[src/design/uorm_pkg.sv]
// Purpose: Constants for the USB OTG controller register bank
// Assumes: APB, 32-bit data, one aligned word per register
// Notes:   Register bits live in the low byte only
package uorm_pkg;

	localparam int ADDR_W = 8;

	// ==========================================================
	// Register group sizes, descriptor count and frame width
	localparam int NUM_CTRL   = 12;
	localparam int NUM_IRQ    = 7;
	localparam int NUM_EP     = 16;
	localparam int NUM_PWR    = 2;
	localparam int NUM_REGS   = NUM_CTRL + NUM_IRQ + NUM_EP + NUM_PWR;
	localparam int NUM_DESC   = 128;
	localparam int FRAME_W    = 11;

	// ==========================================================
	// Byte offsets of each group
	localparam logic [7:0] OFF_CTRL_BASE = 8'h00;
	localparam logic [7:0] OFF_IRQ_BASE  = 8'h30;
	localparam logic [7:0] OFF_EP_BASE   = 8'h4c;
	localparam logic [7:0] OFF_PWR_BASE  = 8'h8c;

	// Control group slots of named registers
	localparam logic [7:0] OFF_DESC_PAGE_1  = 8'h00;
	localparam logic [7:0] OFF_DESC_PAGE_2  = 8'h04;
	localparam logic [7:0] OFF_DESC_PAGE_3  = 8'h08;
	localparam logic [7:0] OFF_FRAME_LOW    = 8'h0c;
	localparam logic [7:0] OFF_FRAME_HIGH   = 8'h10;
	localparam logic [7:0] OFF_HOST_ONLY    = 8'h14;
	localparam logic [7:0] OFF_MODE_CTRL    = 8'h18;

	// ==========================================================
	// Field positions, write masks, widths and reset values
	localparam int         HOST_MODE_BIT   = 0;
	localparam logic [7:0] PAGE_ALIGN_MASK = 8'hfe;
	localparam logic [7:0] REG_RESET       = 8'h00;
	localparam logic [7:0] HOST_ONLY_MASK  = 8'h7f;
	localparam logic [7:0] PERIPH_MASK     = 8'h0f;
	localparam logic [2:0] FRAME_HIGH_W    = 3'h3;

endpackage : uorm_pkg

[src/design/uorm_byte_reg.sv]
// Purpose: One low-byte register with write mask
// Assumes: Write strobe from the APB decode
// Notes:   Bits outside the mask are cleared on each write
`timescale 1ns/1ns
module uorm_byte_reg (
	input  wire logic       clk,
	input  wire logic       rstn,
	input  wire logic       wrEn,
	input  wire logic [7:0] wrMask,
	input  wire logic [7:0] wrData,
	output logic      [7:0] value
);
	logic [7:0] value_r;
	logic [7:0] value_nxt;

	assign value_nxt = wrEn ? (wrData & wrMask) : value_r;
	assign value     = value_r;

	always_ff @(posedge clk or negedge rstn) begin
		if (!rstn) begin
			value_r <= uorm_pkg::REG_RESET;
		end else begin
			value_r <= value_nxt;
		end
	end
endmodule // uorm_byte_reg

[src/design/uorm_register_map.sv]
// Purpose: APB register bank of a USB OTG controller
// Assumes: Frame counter comes from same-clock link logic
// Notes:   Zero-wait APB, unmapped addresses read zero with pslverr
`timescale 1ns/1ns
module uorm_register_map #(
	parameter int DESC_ENTRIES = uorm_pkg::NUM_DESC
) (
	input  wire logic                        clk,
	input  wire logic                        rstn,
	input  wire logic                        psel,
	input  wire logic                        penable,
	input  wire logic                        pwrite,
	input  wire logic [uorm_pkg::ADDR_W-1:0] paddr,
	input  wire logic [31:0]                 pwdata,
	input  wire logic [3:0]                  pstrb,
	output logic      [31:0]                 prdata,
	output logic                             pready,
	output logic                             pslverr,
	input  wire logic [uorm_pkg::FRAME_W-1:0] frameCount,
	output logic                             hostMode,
	output logic      [7:0]                  descPage1,
	output logic      [7:0]                  descPage2,
	output logic      [7:0]                  descPage3,
	output logic      [7:0]                  descEntries
);
	// ==========================================================
	// Bus decode
	logic                 access;
	logic                 wrStrobe;
	logic [5:0]           regIdx;
	logic                 aligned;
	logic                 inRange;
	logic                 hostOnlyHit;
	logic                 mapped;
	logic [uorm_pkg::NUM_REGS-1:0] regWr;
	logic [7:0]           regVal [uorm_pkg::NUM_REGS];
	logic [7:0]           regMask [uorm_pkg::NUM_REGS];
	logic [7:0]           readByte;
	logic [31:0]          prdata_r;
	logic                 pslverr_r;
	logic [7:0]           frameLow;
	logic [7:0]           frameHigh;
	logic [3:0]           groupHit;
	logic                 frameLowHit;
	logic                 frameHighHit;
	logic [7:0]           regReadByte;
	logic [uorm_pkg::NUM_REGS-1:0] slotSel;
	logic [uorm_pkg::NUM_REGS-1:0] isPage;
	logic [uorm_pkg::NUM_REGS-1:0] isFrame;
	logic [uorm_pkg::NUM_REGS-1:0] isHostOnly;
	logic [uorm_pkg::NUM_REGS-1:0] isMode;
	logic [7:0]           slotView [uorm_pkg::NUM_REGS];
	logic [7:0]           slotOr   [uorm_pkg::NUM_REGS];

	assign access   = psel & penable;
	assign regIdx   = paddr[7:2];
	assign aligned  = (paddr[1:0] == 2'h0);
	assign inRange  = (regIdx < 6'(uorm_pkg::NUM_REGS));

	// ==========================================================
	// Group decode
	// group membership by address range
	assign groupHit[0] = (paddr < uorm_pkg::OFF_IRQ_BASE);
	assign groupHit[1] = (paddr >= uorm_pkg::OFF_IRQ_BASE) & (paddr < uorm_pkg::OFF_EP_BASE);
	assign groupHit[2] = (paddr >= uorm_pkg::OFF_EP_BASE) & (paddr < uorm_pkg::OFF_PWR_BASE);
	assign groupHit[3] = (paddr >= uorm_pkg::OFF_PWR_BASE) & inRange;

	// ==========================================================
	// Mode and access qualification
	assign hostMode = regVal[uorm_pkg::OFF_MODE_CTRL[7:2]][uorm_pkg::HOST_MODE_BIT];
	// host-only slot absent in peripheral mode
	assign hostOnlyHit = (paddr == uorm_pkg::OFF_HOST_ONLY) & ~hostMode;
	assign mapped   = aligned & (|groupHit) & ~hostOnlyHit;
	assign wrStrobe = access & pwrite & mapped & pstrb[0];

	// ==========================================================
	// Register array
	// one slot per register across all four groups
	genvar gi;
	generate
		for (gi = 0; gi < uorm_pkg::NUM_REGS; gi++) begin : gReg
			localparam logic [7:0] OFF = 8'(gi * 4);
			assign slotSel[gi] = (regIdx == 6'(gi));
			assign regWr[gi]   = wrStrobe & slotSel[gi];

			assign isPage[gi] = (OFF == uorm_pkg::OFF_DESC_PAGE_1) ||
				(OFF == uorm_pkg::OFF_DESC_PAGE_2) ||
				(OFF == uorm_pkg::OFF_DESC_PAGE_3);
			assign isFrame[gi] = (OFF == uorm_pkg::OFF_FRAME_LOW) ||
				(OFF == uorm_pkg::OFF_FRAME_HIGH);
			assign isHostOnly[gi] = (OFF == uorm_pkg::OFF_HOST_ONLY);
			assign isMode[gi]     = (OFF == uorm_pkg::OFF_MODE_CTRL);

			// page pointer bit 0 held at zero
			assign regMask[gi] =
				isPage[gi]     ? uorm_pkg::PAGE_ALIGN_MASK :
				isFrame[gi]    ? 8'h00 :
				isHostOnly[gi] ? uorm_pkg::HOST_ONLY_MASK :
				isMode[gi]     ? 8'hff :
				(hostMode ? 8'hff : uorm_pkg::PERIPH_MASK);
			uorm_byte_reg uReg (
				.clk    (clk),
				.rstn   (rstn),
				.wrEn   (regWr[gi]),
				.wrMask (regMask[gi]),
				.wrData (pwdata[7:0]),
				.value  (regVal[gi])
			);

			// mode-dependent view of the selected slot
			assign slotView[gi] = slotSel[gi] ? (regVal[gi] & regMask[gi]) : 8'h00;
		end
	endgenerate

	// ==========================================================
	// Read select as an OR chain, no out-of-range index
	assign slotOr[0] = slotView[0];
	generate
		for (gi = 1; gi < uorm_pkg::NUM_REGS; gi++) begin : gOr
			assign slotOr[gi] = slotOr[gi-1] | slotView[gi];
		end
	endgenerate
	assign regReadByte = slotOr[uorm_pkg::NUM_REGS-1];

	// ==========================================================
	// Frame count and read mux
	// low byte bits 7..0, high byte bits 10..8
	assign frameLow  = frameCount[7:0];
	assign frameHigh = {5'h00, frameCount[uorm_pkg::FRAME_W-1:8]};
	assign frameLowHit  = (paddr == uorm_pkg::OFF_FRAME_LOW);
	assign frameHighHit = (paddr == uorm_pkg::OFF_FRAME_HIGH);
	assign readByte =
		!mapped      ? 8'h00 :
		frameLowHit  ? frameLow :
		frameHighHit ? frameHigh :
		regReadByte;

	always_ff @(posedge clk or negedge rstn) begin
		if (!rstn) begin
			prdata_r  <= 32'h0000_0000;
			pslverr_r <= 1'b0;
		end else begin
			prdata_r  <= (psel & ~penable & ~pwrite) ? {24'h000000, readByte} : prdata_r;
			pslverr_r <= (psel & ~penable) ? ~mapped : pslverr_r;
		end
	end

	assign pready  = 1'b1;
	assign prdata  = prdata_r;
	assign pslverr = access & pslverr_r;

	assign descPage1 = regVal[uorm_pkg::OFF_DESC_PAGE_1[7:2]];
	assign descPage2 = regVal[uorm_pkg::OFF_DESC_PAGE_2[7:2]];
	assign descPage3 = regVal[uorm_pkg::OFF_DESC_PAGE_3[7:2]];
	// table capacity advertised to the memory side
	assign descEntries = 8'(DESC_ENTRIES);
endmodule // uorm_register_map

[config.mk]
export PLATFORM = sky130hd
export DESIGN_NAME = uorm_register_map
export DESIGN_NICKNAME = d
export VERILOG_FILES = /design/src/design/uorm_pkg.sv /design/src/design/uorm_byte_reg.sv /design/src/design/uorm_register_map.sv
export SDC_FILE = /design/constraint.sdc
export NUM_CORES = 1
export LEC_CHECK = 0
export BUFFER_PORTS_ARGS = -buffer_cell sky130_fd_sc_hd__buf_2
export CORE_MARGIN = 1.5
export CORE_UTILIZATION = 45
export DETAILED_ROUTE_END_ITERATION = 8
export PLACE_DENSITY_LB_ADDON = 0.12
export SLEW_MARGIN = 20
export SYNTH_ARGS = -nofsm -noshare
export SYNTH_HDL_FRONTEND = slang
export SYNTH_SLANG_ARGS = --single-unit
[constraint.sdc]
create_clock -name clk -period 1.9 [get_ports clk]
set_input_delay 0.095 -clock clk [delete_from_list [all_inputs] [get_ports clk]]
set_output_delay 0.095 -clock clk [all_outputs]
set_load 0.1 [all_outputs]
==> impl_metrics.tcl <==
set metrics [dict create \
    crit_path_start "paddr[7]" \
    critPathMaxFanout 16 \
    async_flop_share 1.00 \
    area_delta_synth_final_pct 28.7 \
    yosys.area.top_type "dfrtp_1" \
    ys_ff_latch 285 \
    grt_util_met3 0.0618 \
    avgSynthCellArea_um2 11.1 \
    cts-root-buf "clkbuf_16" \
    clock_latency_ps 600 \
    ys_seq_area_frac 0.550 \
    finalHoldViolCount 0 \
    crit_type "input port to register" \
    max_freq_mhz 529 \
    syn-instance-count 1165 \
    slew_headroom 0.551 \
    dp_hpwl_mm 35.4 \
    synth.yosys.warnings 0 \
    rows 61 \
    dr.pass1.iters 6 \
    tightestPinTransition_ps 665 \
    grt.total_usage 0.332 \
    final_cell_mix "dfrtp_1 (283), buf_4 (172), mux2_2 (159), nand2_1 (145), o21ai_0 (125)" \
    final_antenna_net_count 0 \
    synthFlopType "dfrtp_1" \
    postCtsSetupRepairBufs 0 \
    skew_ps 32.5 \
    worstPathArrival_ps 2430 \
    critical_path_required_ps 2440 \
    holdWs_ps 2.73 \
    period_share 0.995 \
    wl_per_cell_um 27.5 \
    synth-edff-count 0 \
    drc 0 \
    grt_pass1_vias 10500 \
    coreArea_mm2 0.0281 \
    min_period_ps 1890 \
    cts_tree "built" \
    final_common_cell "dfrtp_1" \
    multi_input_area_mm2 0.00563 \
    stdcell_count 1793 \
    cts_max_level 1 \
    design_area_mm2 0.0167 \
    power.density_mw_per_mm2 822 \
    clk_pin_slew_ps 60 \
    maxCapViolations 0 \
    busiest_layer "met2" \
    use_met2 0.503 \
    synth_area_leaders "dfrtp_1 (55%), mux2_2 (14%), a22oi_1 (5.3%), nand2_1 (5.1%), o21ai_0 (4.9%)" \
    drt_wl_total_mm 49.2 \
    antenna_found_initial 3 \
    rsz0062_at_grt "true" \
    clockBufferDepth 3 \
    vias 10600 \
    pin_count 127 \
    start_util 0.461 \
    vdd_drop_max_v 0.000825 \
    slew_violations 0 \
    synth_cell_types 55 \
    syn_area_mm2 0.0130 \
    die-area_mm2 0.0298 \
    first_iter_violations 1126 \
    use_met1 0.483 \
    routabilityCongestion 0.982 \
    grt_first_pass_wirelength_mm 72.8 \
    end_kind "register" \
    die_x_um 173 \
    seqCellArea_mm2 0.00714 \
    routed_via_density 5.94 \
    min_path_type "input port to async pin" \
    yosys.area.top_type_share 0.550 \
    p_leak_nw 8.53 \
    grt_remaining_overflow 0 \
    cts_made_buffers 31 \
    io_buffers 63 \
    cp-start-kind "input port" \
    fp.dieH_um 173 \
    status "completed" \
    grt_max_degree 61 \
    numClockSinks 285 \
    setup_viol 0 \
    drive_gt1_frac 0.379 \
    n_fill_cell 2422 \
    final_nets 1448 \
    r2r-start "gReg[29].uReg.value[7]" \
    dp_cells 1720 \
    place_area_mm2 0.0153 \
]
[power by group]
part           total (W)  internal, W  switching [W]
Combinational    0.00103     0.000240       0.000787
Clock            0.00656      0.00398        0.00258
Sequential       0.00612      0.00610      0.0000240
[cell families (layout without fill, tap and decap cells)]
| group | after synthesis | after routing | share of synthesized area |
|---|---|---|---|
| simple gates | 323 | 323 | 0.121 |
| mux | 160 | 160 | 0.139 |
| buf+inv | 123 | 336 | 0.0506 |
| compound gates | 272 | 272 | 0.138 |
| other cells | 2 | 39 | 0.000580 |
| flops | 285 | 285 | 0.550 |
[worst paths after layout]
kind,endpoint,slack [ps],depth (start not counted)
hold / removal,gReg[1].uReg.value[5],3,2
setup / recovery,prdata[7],10,9
hold reg to reg,gReg[29].uReg.value[4],480,2
setup reg to reg,prdata[7],10,5
min in group clk,prdata[3],30,4
max in group asynchronous,gReg[36].uReg.value[2],870,3
[layer usage]
| metal | vias up | share of wire |
|---|---|---|
| met2 | 500 | 0.44 |
| li1 | 4626 | - |
| met3 | 89 | 0.082 |
| met4 | 0 | 0.032 |
| met5 | - | 0 |
| met1 | 5427 | 0.44 |
[synth_stat cells, types with 6 or more instances]
master       n
a22oi_1     92
nor2_1      32
and2_1      10
a22o_1       8
and3_1      29
a21oi_1      6
a2111oi_0    8
buf_2       42
clkbuf_1    40
dfrtp_1    285
mux2_2     159
nand4_1     23
a32oi_1     10
nand2_1    175
nand3_1     10
o21ai_0    126
buf_4       37
[final cells by class]
| type | count | share of cell area |
|---|---|---|
| Sequential cell | 285 | 0.428 |
| Antenna cell | 3 | 0.000450 |
| Tap cell | 378 | 0.0284 |
| Clock inverter | 14 | 0.0129 |
| Clock buffer | 43 | 0.0540 |
| Inverter | 2 | 0.000600 |
| Timing Repair Buffer | 277 | 0.139 |
| Multi-Input combinational cell | 791 | 0.337 |
[state kept, by name, summed over array words and instances, names as in the netlist]
name	cells
gReg.uReg.value	276
prdata	8
pslverr_r	1
[worst max-delay path, stage by stage]
cell and delay (ps):
buf_2 230, or4b_1 680, buf_4 200, nor2_2 210, buf_12 180, buf_4 160
a221oi_1 90, o211ai_1 350, a221o_1 210
[through the flow]
stage          total power, W  setup TNS (ps)   util  setup slack, ps
3_3_place_gp          0.00722          -78680  0.545             -552
5_1_grt                0.0141           -60.2  0.594            -30.8
4_1_cts                0.0138               0  0.591             8.73
3_5_place_dp          0.00722          -86350  0.545             -589
2_1_floorplan         0.00680           -1190      -            -47.4
6_report               0.0137               0  0.594             9.82
[timing repair]
item | CTS | global route
hold buffers | 14 | 0
hold endpoints to repair | 309 | 0
endpoints found under the setup margin | 3 | 14
pin swaps | 3 | 1
gates resized for setup | 10 | 15
(Power assumes the default switching activity.)
